[config.mk]
export PLATFORM = sky130hd
export DESIGN_NAME = flash_program_erase_control
export DESIGN_NICKNAME = d
export VERILOG_FILES = /design/src/flash_ctl_pkg.sv /design/src/flash_word_cell.sv /design/src/flash_read_port.sv /design/src/flash_program_erase_control.sv
export SDC_FILE = /design/constraint.sdc
export NUM_CORES = 2
export LEC_CHECK = 0
export BUFFER_PORTS_ARGS = -buffer_cell sky130_fd_sc_hd__buf_4
export CAP_MARGIN = 30
export CORE_MARGIN = 5
export CORE_UTILIZATION = 32
export DETAILED_ROUTE_END_ITERATION = 8
export GPL_ROUTABILITY_DRIVEN = 0
export PLACE_DENSITY_LB_ADDON = 0.15
export RECOVER_POWER = 100
export SLEW_MARGIN = 15
export SYNTH_ARGS = -nofsm -noshare
export SYNTH_HDL_FRONTEND = slang
export SYNTH_SLANG_ARGS = --single-unit
[constraint.sdc]
create_clock -name clk -period 6.76 [get_ports clk]
set_input_delay 2.028 -clock clk [delete_from_list [all_inputs] [get_ports clk]]
set_output_delay 2.028 -clock clk [all_outputs]
set_load 0.02 [all_outputs]
[src/flash_ctl_pkg.sv]
// Package with register map, field layout and array geometry for the flash control block
package flash_ctl_pkg;

    localparam logic [7:0] CTL_ADDR        = 8'hf7;
    localparam logic [7:0] BOOT_BLOCK_PROTECT_ADDR      = 8'hf5;
    localparam logic [7:0] CTL_RESET       = 8'h00;
    localparam logic [7:0] BOOT_BLOCK_PROTECT_RESET     = 8'h01;
    localparam int         BIT_PROG        = 0;
    localparam int         BIT_ERASE       = 1;
    localparam int         BIT_HV          = 3;
    localparam int         BIT_WAIT_HALT   = 4;
    localparam int         ARRAY_AW        = 15;
    localparam int         ROW_BITS        = 6;
    localparam int         BOOT_BITS       = 13;
    localparam logic [1:0] BOOT_TOP        = 2'h3;
    localparam logic [7:0] ERASED_BYTE     = 8'hff;

    typedef struct packed {
        logic [15:0] addr;
        logic [15:0] wdata;
        logic        wr;
        logic        rd;
        logic        size_byte;
    } array_req_t;

    typedef struct packed {
        logic [15:0] rdata;
        logic        valid;
    } array_rsp_t;

endpackage : flash_ctl_pkg

[src/flash_word_cell.sv]
// One 16-bit word of flash storage: program clears bits, erase sets them
`timescale 1ns/1ps
module flash_word_cell
    import flash_ctl_pkg::*;
(
    input  wire logic        clk,
    input  wire logic        rst,
    input  wire logic        prog_en,
    input  wire logic [1:0]  lane_en,
    input  wire logic [15:0] prog_data,
    input  wire logic        erase_en,
    output logic      [15:0] word_q
);
    logic [15:0] keep_mask;

    assign keep_mask = {lane_en[1] ? prog_data[15:8] : ERASED_BYTE,
                        lane_en[0] ? prog_data[7:0]  : ERASED_BYTE};

    always_ff @(posedge clk)
    begin
        if (rst)
            word_q <= {ERASED_BYTE, ERASED_BYTE};
        else if (erase_en)
            word_q <= {ERASED_BYTE, ERASED_BYTE};
        else if (prog_en)
            word_q <= word_q & keep_mask;
    end
endmodule : flash_word_cell

[src/flash_read_port.sv]
// Read path: aligned access in one cycle, misaligned word in two
`timescale 1ns/1ps
module flash_read_port
    import flash_ctl_pkg::*;
#(
    parameter int WORDS = 64
)
(
    input  wire logic                     clk,
    input  wire logic                     rst,
    input  wire array_req_t               req,
    input  wire logic [WORDS*16-1:0]      words,
    output array_rsp_t                    rsp
);
    logic        pend_q;
    logic [15:0] pend_addr_q;
    logic [7:0]  pend_lo_q;
    logic        mis;
    logic [15:0] w0;
    logic [15:0] w1;
    logic [15:0] nxt;

    function automatic logic [15:0] pick(input logic [WORDS*16-1:0] m, input logic [15:0] a);
        logic [$clog2(WORDS)-1:0] idx;
        idx  = a[$clog2(WORDS):1];
        pick = m[idx*16 +: 16];
    endfunction : pick

    assign mis = req.rd && !req.size_byte && req.addr[0];
    assign nxt = req.addr + 16'h0001;
    assign w0  = pick(words, req.addr);
    assign w1  = pick(words, pend_addr_q);

    always_ff @(posedge clk)
    begin
        if (rst)
        begin
            pend_q      <= 1'b0;
            pend_addr_q <= 16'h0000;
            pend_lo_q   <= 8'h00;
            rsp         <= '0;
        end
        else
        begin
            pend_q <= mis && !pend_q;
            rsp.valid <= 1'b0;
            if (pend_q)
            begin
                rsp.rdata <= {pend_lo_q, w1[15:8]};
                rsp.valid <= 1'b1;
            end
            else if (mis)
            begin
                pend_addr_q <= nxt;
                pend_lo_q   <= w0[7:0];
            end
            else if (req.rd)
            begin
                rsp.valid <= 1'b1;
                if (req.size_byte)
                    rsp.rdata <= {8'h00, req.addr[0] ? w0[7:0] : w0[15:8]};
                else
                    rsp.rdata <= w0;
            end
        end
    end

    property p_mis_two;
        @(posedge clk) disable iff (rst)
            (mis && !pend_q) |=> !rsp.valid ##1 rsp.valid;
    endproperty
    a_mis_two: assert property (p_mis_two)
        else $error("misaligned read not answered on second cycle");
endmodule : flash_read_port

[src/flash_program_erase_control.sv]
// Flash control register, program/erase sequencer and storage of one array
//
// Chosen here: the strobed register port.
`timescale 1ns/1ps
module flash_program_erase_control
    import flash_ctl_pkg::*;
#(
    parameter int WORDS      = 64,
    parameter int BOOT_WORDS = 16
)
(
    input  wire logic        clk,
    input  wire logic        rst,
    input  wire logic [7:0]  reg_addr,
    input  wire logic [7:0]  reg_wdata,
    input  wire logic        reg_wr,
    input  wire logic        reg_rd,
    output logic      [7:0]  reg_rdata,
    input  wire array_req_t  array_req,
    output array_rsp_t       array_rsp,
    input  wire logic        lock_active,
    input  wire logic        stop_mode,
    input  wire logic        wait_mode,
    output logic             flash_clk_en,
    output logic             charge_pump_on,
    output logic             program_pulse,
    output logic             erase_pulse
);
    typedef enum logic [1:0] {IDLE, ARMED, LATCHED} seq_t;

    logic        prog_sel_q;
    logic        erase_sel_q;
    logic        hv_q;
    logic        wait_halt_q;
    logic        boot_prot_q;
    logic        ctl_wr;
    logic        boot_wr;
    logic        abort;
    logic        arr_wr;
    logic        in_boot;
    logic        word_prog;
    logic        boot_sel_wr;
    logic [7:0]  ctl_view;
    logic [7:0]  rdata_q;
    logic [15:0] row_q;
    seq_t        seq_q;
    logic [WORDS*16-1:0] words;
    logic [1:0]  lanes;

    assign ctl_wr  = reg_wr && reg_addr == CTL_ADDR;
    assign boot_wr = reg_wr && reg_addr == BOOT_BLOCK_PROTECT_ADDR;
    assign abort   = stop_mode || wait_mode;
    assign arr_wr  = array_req.wr;

    assign ctl_view = {3'h0, wait_halt_q, hv_q, 1'b0, erase_sel_q, prog_sel_q};

    // Program select and erase select with mutual interlock
    always_ff @(posedge clk)
    begin
        if (rst)
        begin
            prog_sel_q  <= CTL_RESET[BIT_PROG];
            erase_sel_q <= CTL_RESET[BIT_ERASE];
            wait_halt_q <= CTL_RESET[BIT_WAIT_HALT];
        end
        else if (abort)
        begin
            prog_sel_q  <= 1'b0;
            erase_sel_q <= 1'b0;
        end
        else if (ctl_wr)
        begin
            wait_halt_q <= reg_wdata[BIT_WAIT_HALT];
            if (reg_wdata[BIT_PROG] && reg_wdata[BIT_ERASE])
            begin
                prog_sel_q  <= prog_sel_q;
                erase_sel_q <= erase_sel_q;
            end
            else
            begin
                prog_sel_q  <= reg_wdata[BIT_PROG] && !erase_sel_q;
                erase_sel_q <= reg_wdata[BIT_ERASE] && !prog_sel_q;
            end
        end
    end

    // Row latch sequence: select arms, first array write latches
    always_ff @(posedge clk)
    begin
        if (rst)
        begin
            seq_q <= IDLE;
            row_q <= 16'h0000;
        end
        else
        begin
            case (seq_q)
                IDLE:
                    if (prog_sel_q || erase_sel_q)
                        seq_q <= ARMED;
                ARMED:
                    if (!(prog_sel_q || erase_sel_q))
                        seq_q <= IDLE;
                    else if (arr_wr)
                    begin
                        seq_q <= LATCHED;
                        row_q <= {array_req.addr[15:ROW_BITS], {ROW_BITS{1'b0}}};
                    end
                LATCHED:
                    if (!(prog_sel_q || erase_sel_q) && !hv_q)
                        seq_q <= IDLE;
                default:
                    seq_q <= IDLE;
            endcase
            if (abort)
                seq_q <= IDLE;
        end
    end

    // High voltage enable
    always_ff @(posedge clk)
    begin
        if (rst)
            hv_q <= CTL_RESET[BIT_HV];
        else if (abort)
            hv_q <= 1'b0;
        else if (ctl_wr)
            hv_q <= reg_wdata[BIT_HV] && (hv_q ||
                    ((prog_sel_q || erase_sel_q) && seq_q == LATCHED));
    end

    // Boot protect, frozen while locked or program enable set
    assign boot_sel_wr = boot_wr && !lock_active && !(prog_sel_q || erase_sel_q);
    always_ff @(posedge clk)
    begin
        if (rst)
            boot_prot_q <= BOOT_BLOCK_PROTECT_RESET[0];
        else if (boot_sel_wr)
            boot_prot_q <= reg_wdata[0];
    end

    // Register read data, one cycle after the strobe
    always_ff @(posedge clk)
    begin
        if (rst)
            rdata_q <= 8'h00;
        else if (reg_rd)
        begin
            if (reg_addr == CTL_ADDR)
                rdata_q <= ctl_view;
            else if (reg_addr == BOOT_BLOCK_PROTECT_ADDR)
                rdata_q <= {7'h00, boot_prot_q};
            else
                rdata_q <= 8'h00;
        end
    end
    assign reg_rdata = rdata_q;

    assign flash_clk_en   = !(wait_mode && wait_halt_q);
    assign charge_pump_on = hv_q;

    // Word programming only within the latched row, with high voltage on
    assign in_boot   = array_req.addr[15:BOOT_BITS] == {BOOT_TOP, 1'b1};
    assign word_prog = arr_wr && prog_sel_q && hv_q && seq_q == LATCHED &&
                       array_req.addr[15:ROW_BITS] == row_q[15:ROW_BITS] &&
                       !array_req.addr[0] &&
                       !(boot_prot_q && in_boot) && !abort;
    assign lanes = array_req.size_byte ?
                   (array_req.addr[0] ? 2'h1 : 2'h2) : 2'h3;
    assign program_pulse = word_prog;
    assign erase_pulse   = erase_sel_q && hv_q && seq_q == LATCHED && !abort;

    genvar gi;
    generate
        for (gi = 0; gi < WORDS; gi++)
        begin : g_word
            logic hit;
            logic ers;
            assign hit = word_prog && !array_req.addr[0] &&
                         array_req.addr[$clog2(WORDS):1] == gi;
            assign ers = erase_pulse &&
                         !(boot_prot_q && gi >= WORDS - BOOT_WORDS);
            flash_word_cell u_cell (
                .clk       (clk),
                .rst       (rst),
                .prog_en   (hit),
                .lane_en   (lanes),
                .prog_data (array_req.wdata),
                .erase_en  (ers),
                .word_q    (words[gi*16 +: 16])
            );
        end
    endgenerate

    flash_read_port #(.WORDS(WORDS)) u_read (
        .clk   (clk),
        .rst   (rst),
        .req   (array_req),
        .words (words),
        .rsp   (array_rsp)
    );

    property p_no_both;
        @(posedge clk) disable iff (rst) !(prog_sel_q && erase_sel_q);
    endproperty
    a_no_both: assert property (p_no_both) else $error("both selects set");

    property p_hv_guard;
        @(posedge clk) disable iff (rst)
            $rose(hv_q) |-> $past(seq_q) == LATCHED;
    endproperty
    a_hv_guard: assert property (p_hv_guard) else $error("hv set early");

    property p_abort;
        @(posedge clk) disable iff (rst)
            abort |=> !hv_q && !prog_sel_q && !erase_sel_q;
    endproperty
    a_abort: assert property (p_abort) else $error("abort ignored");

    property p_clk_halt;
        @(posedge clk) disable iff (rst)
            (wait_mode && wait_halt_q) |-> !flash_clk_en;
    endproperty
    a_clk_halt: assert property (p_clk_halt) else $error("clock not halted");

    property p_rsvd;
        @(posedge clk) disable iff (rst)
            $past(reg_rd) && $past(reg_addr) == CTL_ADDR |-> reg_rdata[7:5] == 3'h0 && !reg_rdata[2];
    endproperty
    a_rsvd: assert property (p_rsvd) else $error("reserved bit set");

    property p_idle_wr;
        @(posedge clk) disable iff (rst)
            !prog_sel_q |-> !program_pulse;
    endproperty
    a_idle_wr: assert property (p_idle_wr) else $error("write changed array");

    property p_boot;
        @(posedge clk) disable iff (rst)
            (boot_prot_q && in_boot) |-> !program_pulse;
    endproperty
    a_boot: assert property (p_boot) else $error("boot block programmed");

    property p_boot_block_protect_freeze;
        @(posedge clk) disable iff (rst)
            (lock_active || prog_sel_q) |=> $stable(boot_prot_q);
    endproperty
    a_boot_block_protect_freeze: assert property (p_boot_block_protect_freeze) else $error("boot protect moved");

    property p_clk_run;
        @(posedge clk) disable iff (rst)
            !wait_mode |-> flash_clk_en;
    endproperty
    a_clk_run: assert property (p_clk_run) else $error("clock halted outside wait");

    property p_halt_wr;
        @(posedge clk) disable iff (rst)
            (ctl_wr && !abort) |=> wait_halt_q == $past(reg_wdata[BIT_WAIT_HALT]);
    endproperty
    a_halt_wr: assert property (p_halt_wr) else $error("wait-halt bit not written");

    property p_hv_sel;
        @(posedge clk) disable iff (rst)
            $rose(hv_q) |-> $past(prog_sel_q || erase_sel_q);
    endproperty
    a_hv_sel: assert property (p_hv_sel) else $error("hv set with no select");

    property p_hv_latched;
        @(posedge clk) disable iff (rst)
            hv_q |-> seq_q == LATCHED;
    endproperty
    a_hv_latched: assert property (p_hv_latched) else $error("hv on outside latched");

    property p_both_hold;
        @(posedge clk) disable iff (rst)
            (ctl_wr && reg_wdata[BIT_PROG] && reg_wdata[BIT_ERASE] && !abort) |=>
                $stable(prog_sel_q) && $stable(erase_sel_q);
    endproperty
    a_both_hold: assert property (p_both_hold) else $error("double select changed");

    property p_rd_ctl;
        @(posedge clk) disable iff (rst)
            (reg_rd && reg_addr == CTL_ADDR) |=> reg_rdata == $past(ctl_view);
    endproperty
    a_rd_ctl: assert property (p_rd_ctl) else $error("control read wrong");

    // Without erase no stored bit may go from zero to one
    property p_no_set;
        @(posedge clk) disable iff (rst)
            !erase_pulse |=> (words & ~$past(words)) == '0;
    endproperty
    a_no_set: assert property (p_no_set) else $error("bit set without erase");

    property p_prog_aligned;
        @(posedge clk) disable iff (rst)
            program_pulse |-> !array_req.addr[0];
    endproperty
    a_prog_aligned: assert property (p_prog_aligned) else $error("misaligned program");

    property p_armed;
        @(posedge clk) disable iff (rst)
            (seq_q == IDLE && (prog_sel_q || erase_sel_q) && !abort) |=> seq_q == ARMED;
    endproperty
    a_armed: assert property (p_armed) else $error("select did not arm latch");

    property p_row_latch;
        @(posedge clk) disable iff (rst)
            (seq_q == ARMED && (prog_sel_q || erase_sel_q) && arr_wr && !abort) |=>
                seq_q == LATCHED && row_q == {$past(array_req.addr[15:ROW_BITS]),
                                              {ROW_BITS{1'b0}}};
    endproperty
    a_row_latch: assert property (p_row_latch) else $error("row not latched");

    property p_erase_all;
        @(posedge clk) disable iff (rst)
            erase_pulse |=> words[15:0] == {ERASED_BYTE, ERASED_BYTE};
    endproperty
    a_erase_all: assert property (p_erase_all) else $error("word not erased");

    property p_boot_spare;
        @(posedge clk) disable iff (rst)
            (erase_pulse && boot_prot_q) |=> $stable(words[WORDS*16-1 -: 16]);
    endproperty
    a_boot_spare: assert property (p_boot_spare) else $error("boot word erased");

    property p_abort_pulse;
        @(posedge clk) disable iff (rst)
            abort |-> !program_pulse && !erase_pulse;
    endproperty
    a_abort_pulse: assert property (p_abort_pulse) else $error("pulse during abort");

    property p_boot_block_protect_wr;
        @(posedge clk) disable iff (rst)
            (boot_wr && !lock_active && !(prog_sel_q || erase_sel_q)) |=>
                boot_prot_q == $past(reg_wdata[0]);
    endproperty
    a_boot_block_protect_wr: assert property (p_boot_block_protect_wr) else $error("boot protect not written");
endmodule : flash_program_erase_control

# Yosys cells after proc, flatten, opt, wreduce, memory -nomap -nowiden
# Index checks and enable logic that the tools add are counted.
# classes
muxes	16
shifts	2
eq_ne	73
bitwise_logic	67
addsub	1
reduce_logical	118
# ops
cell	count
$shiftx A1024 B11 Y16	2
$and A16 B16 Y16	64
$eq A6 B6 Y1 const B	32
$eq A6 B5 Y1 const B	16
$logic_and A1 B1 Y1	91
$mux W17	3
$eq A6 B4 Y1 const B	8
$eq A6 B3 Y1 const B	4
$mux W8	3
$eq A8 B8 Y1 const B	2
$mux W16	1
$eq A6 B2 Y1 const B	2
$logic_not A1 Y1	12
$mux W2	6
$eq A10 B10 Y1	1
$reduce_and A2 Y1	4
$add A7 B1 Y7 const B	1
$eq A6 B1 Y1 const B	1
$logic_not A6 Y1	1
$pmux W2 S3	1
$reduce_and A3 Y1	2
$reduce_or A2 Y1	3
$mux W5	1
$ne A2 B2 Y1 const B	2
10 further kinds	14
# word_totals
reg_bits	1082
word_cells	354
input_bits	58
output_inout_bits	29

# Depth between registers and ports, before layout
# logic_depth
ltp_word	9
mapped_depth	12
mapped_depth_nobuf	6

# By module
# From an unflattened synthesis, not the netlist that was laid out.
# unflattened
hier_cells	5047
area_unflattened_um2	56419.1
# by_module_without_submodules
mod	cells_per_inst	instances	area_per_inst_um2	seq_area_each_um2
flash_word_cell	56	64	634.4	320.3
flash_read_port	1232	1	14142.3	640.6
flash_program_erase_control	231	1	1677.9	420.4

# Worst setup path before layout
# OpenSTA, ideal clock, no wires.
# synth_timing
kind	input to output
start	input port wait_mode
end	output port program_pulse
cell_stages	5
n_path_buf	1
slack_ns	1.383
t_required_ns	4.732
t_arrival_ns	3.349
path_cell_list	nor4b_2 -> nand2_1 -> nor3_1 -> buf_2 -> and2_1
# synth_via
elab_chain_len	3
# synth_lines
item	line	rtl
from (decl)	flash_program_erase_control.sv:23	input wire logic wait_mode,
$logic_or A1 B1 Y1	flash_program_erase_control.sv:52	assign abort = stop_mode || wait_mode;
$logic_not A1 Y1	flash_program_erase_control.sv:167	!(boot_prot_q && in_boot) && !abort;
$logic_and A1 B1 Y1	flash_program_erase_control.sv:167	
to (decl)	flash_program_erase_control.sv:26	output logic program_pulse,
# Every way passes these cells.

# Worst setup path after layout
# layout_timing
start	input port array_req[22] (netlist name)
end	register g_word[45].u_cell.word_q[11]
# layout_via
elab_chain_len	2
# layout_lines
item	line	rtl
from (decl)	flash_program_erase_control.sv:19	input wire array_req_t array_req,
$eq A6 B6 Y1	flash_program_erase_control.sv:180	array_req.addr[$clog2(WORDS):1] == gi;
$logic_and A1 B1 Y1	flash_program_erase_control.sv:179	assign hit = word_prog && !array_req.addr[0] &&
to (signal assigned)	flash_word_cell.sv:22	word_q <= {ERASED_BYTE, ERASED_BYTE};
to (signal assigned)	flash_word_cell.sv:24	word_q <= {ERASED_BYTE, ERASED_BYTE};
to (signal assigned)	flash_word_cell.sv:26	word_q <= word_q & keep_mask;
to (decl)	flash_word_cell.sv:12	output logic [15:0] word_q
# Every way passes these cells.
# A chain may end at the register's enable or synchronous reset.

==> reports/metrics.cfg <==
[cells_and_area]
post-route-util=0.363
final_cell_area_um2=53500
nets=4984
area_growth_pct=13.2
drive_gt1_frac=0.150

[drt]
wl_per_cell_um=28.0
drt-vias-per-instance=5.69
wl_um=195000
drt_iter0_markers=4036
ant_nets=0
num_vias=39589
drt_pass1_iterations=6
drc_errors=0

[synthesis]
synth_xor_area_frac=0.00278
synth_enable_flop_cells=0
synthFlopType=dfxtp_1
synthAdderAreaFrac=0.000265
synth_area_leaders=dfxtp_1, mux4_2, o21ai_0
synth_top_family_by_area=multiplexers
synth-seq-cells=1077
async_reset_ff_frac=0
synthTopCellsByCount=dfxtp_1, nand2_1, nor2_1
seq_area_frac_synth=0.456
synth_cell_types=80
synth-compound-area-share=0.155
synth_mux_area_frac=0.200
syn_area_per_cell_um2=9.50
syn_area_um2=47200
synth.largest_area_cell=dfxtp_1
yosys.area_share.simple=0.139
ys_warn_count=0
synth_top_area_share=0.456
post-synth-top-count-cell=dfxtp_1
netlist_instances=4975

[cts]
numCtsBuffers=115
cts.path.max_buffers=3
clkLatencyLatePin_ns=0.75
clk_pin_slew_worst_paths_ns=0.06
postCtsSetupBuffers=0
cts_max_level=3
cts_resized=0
cts_tree=yes
cts.sinks=1077
holdBufCountCts=0
root_buffer=clkbuf_16

[power_and_ir_drop]
power_density_nw_per_um2=262
ir_worst_vdd_uv=195
p_total_uw=14000
power_leakage_uw=0.0179

[global_route]
grt_overflow=0
grt_start_max_net_pins=211
grt_pass1_wl_um=279000
antenna_found_initial=10
grt_pass1_vias=37816
grt_use_total=0.241

[timing]
slew_headroom=-0.911
grt_setup_unrepaired=no
fmax_ghz=0.166
maxSlewViolCount=638
period_needed_ns=6.04
hold_ws_ns=0.457
worstMarginPinSlew_ns=2.86
hold_viol_final=0
fin_tns_setup_ns=0
min_period_over_period=0.893
clock_skew_ns=0.0346
finalSetupViolCount=0

[worst_setup_path]
r2r-end=g_word[25].u_cell.word_q[11]
cpMostUsedCell=clkbuf_1
rr_worst_depth=6
cp-end-kind=flip-flop
cp.required_ns=7.25
r2r_slack_ns=1.99
critPathKind=input pin to flip-flop
start_kind=input pin
timing.rr.start=seq_q[1]
worstPathMaxFanout=32
cp_cell_sequence=clkbuf_1, and2_0, buf_8, nand2_1, nor2_2, clkbuf_1, a21oi_1
arrival_ns=6.53
crit_slowest_cell=clkbuf_1
critical-path-max-stage-delay_ns=1.77

[job]
maxCapViolations=32

[min_path]
min_path_cells=2
hold_class=flip-flop to flip-flop
worstHoldStart=g_word[51].u_cell.word_q[7]
hold_end=g_word[51].u_cell.word_q[7]

[floorplan]
pin_count=87
fp.dieW_um=394
start_util=0.321
die_y_um=394
core_um2=147000
rows=141
dieArea_um2=155000

[outcome]
violations=max-capacitance violations, max-slew violations
run_status=finished with violations

[placement]
dpl-instance-area_um2=50000
hpwl_um=126000
port_buffers=78

cell families after synthesis:
kind of cell / after synthesis
AO/OA/AOI/OAI: 1342
other: 1
adder cells (fa/ha/maj): 1
flip-flops: 1077
multiplexers: 552
XOR/XNOR: 15
AND/OR/NAND/NOR: 1535
buffers and inverters: 452
metal layers:
| layer | track usage | share of wire |
|---|---|---|
| met5 | 0 | 0 |
| met4 | 0.0813 | 0.035 |
| met3 | 0.0420 | 0.082 |
| met2 | 0.380 | 0.45 |
| met1 | 0.337 | 0.44 |
flip-flops by register name, summed over array words and instances (netlist names):
register / count
erase_sel_q: 1
u_read.pend_addr_q: 6
u_read.rsp: 17
prog_sel_q: 1
row_q: 10
u_read.pend_q: 1
seq_q: 2
charge_pump_on: 1
u_read.pend_lo_q: 8
g_word.u_cell.word_q: 1024
wait_halt_q: 1
reg_rdata: 4
boot_prot_q: 1
worst max-delay path: cells and delay by family:
family | cells | cell delay [ns]
buffers and inverters | 3 | 3.26
and+or+nand+nor | 3 | 1.01
AOI/OAI and AO/OA | 1 | 0.17
worst max path at each step:
stage / slack, ns / to / start / cells past startpoint
2_1_floorplan: 1.38 / program_pulse / wait_mode / 5
3_3_place_gp: 1.44 / u_read.rsp[6] / array_req[20] / 8
3_5_place_dp: 1.45 / erase_pulse / wait_mode / 5
4_1_cts: 1.44 / erase_pulse / wait_mode / 5
5_1_grt: 0.73 / u_read.rsp[11] / array_req[22] / 8
6_report: 0.72 / g_word[45].u_cell.word_q[11] / array_req[22] / 7
cells in the final DEF, fill, tap and decap left out, types with 14 or more instances in the layout:
cell type | synthesis | layout
nand3_1 | 31 | 31
o21ai_0 | 567 | 566
nor3_1 | 33 | 36
nand4_1 | 57 | 57
a211oi_1 | 23 | 23
nor2_2 | 10 | 17
clkbuf_8 | 0 | 27
mux2_2 | 30 | 30
mux4_2 | 302 | 302
nand2b_1 | 35 | 24
nor2b_1 | 27 | 25
a22oi_1 | 58 | 58
mux2i_1 | 214 | 214
buf_4 | 38 | 155
a21oi_1 | 538 | 538
clkbuf_16 | 0 | 118
a221oi_1 | 23 | 23
clkbuf_1 | 282 | 129
nand2_1 | 635 | 634
or3_1 | 14 | 14
clkinv_2 | 0 | 21
nor2_1 | 608 | 602
dfxtp_1 | 1077 | 1073
o22ai_1 | 63 | 63
power by group:
part	switching [uW]	leakage [uW]	internal, uW
Clock	2750	0.00194	3870
Sequential	41.0	0.00872	6360
Combinational	744	0.00726	266
cell type report:
type | count | area [um2]
diodes | 3 | 7.51
clock buffers | 179 | 3450
well taps | 1930 | 2410
repair buffers | 276 | 2000
clock inverters | 36 | 464
flip-flops and latches | 1077 | 21600
multi-input cells | 3449 | 23600
fillers | 14927 | 93800
inverters | 6 | 22.5
stage by stage:
stage | cells | worst slack (ns)
after detailed placement | 6732 | 1.45
after floorplan | 4978 | 1.38
after global routing | 6953 | 0.733
after global placement | 6729 | 1.44
final | 6956 | 0.724
after CTS | 6947 | 1.44
Note: power is estimated with default switching activity, not from simulation.
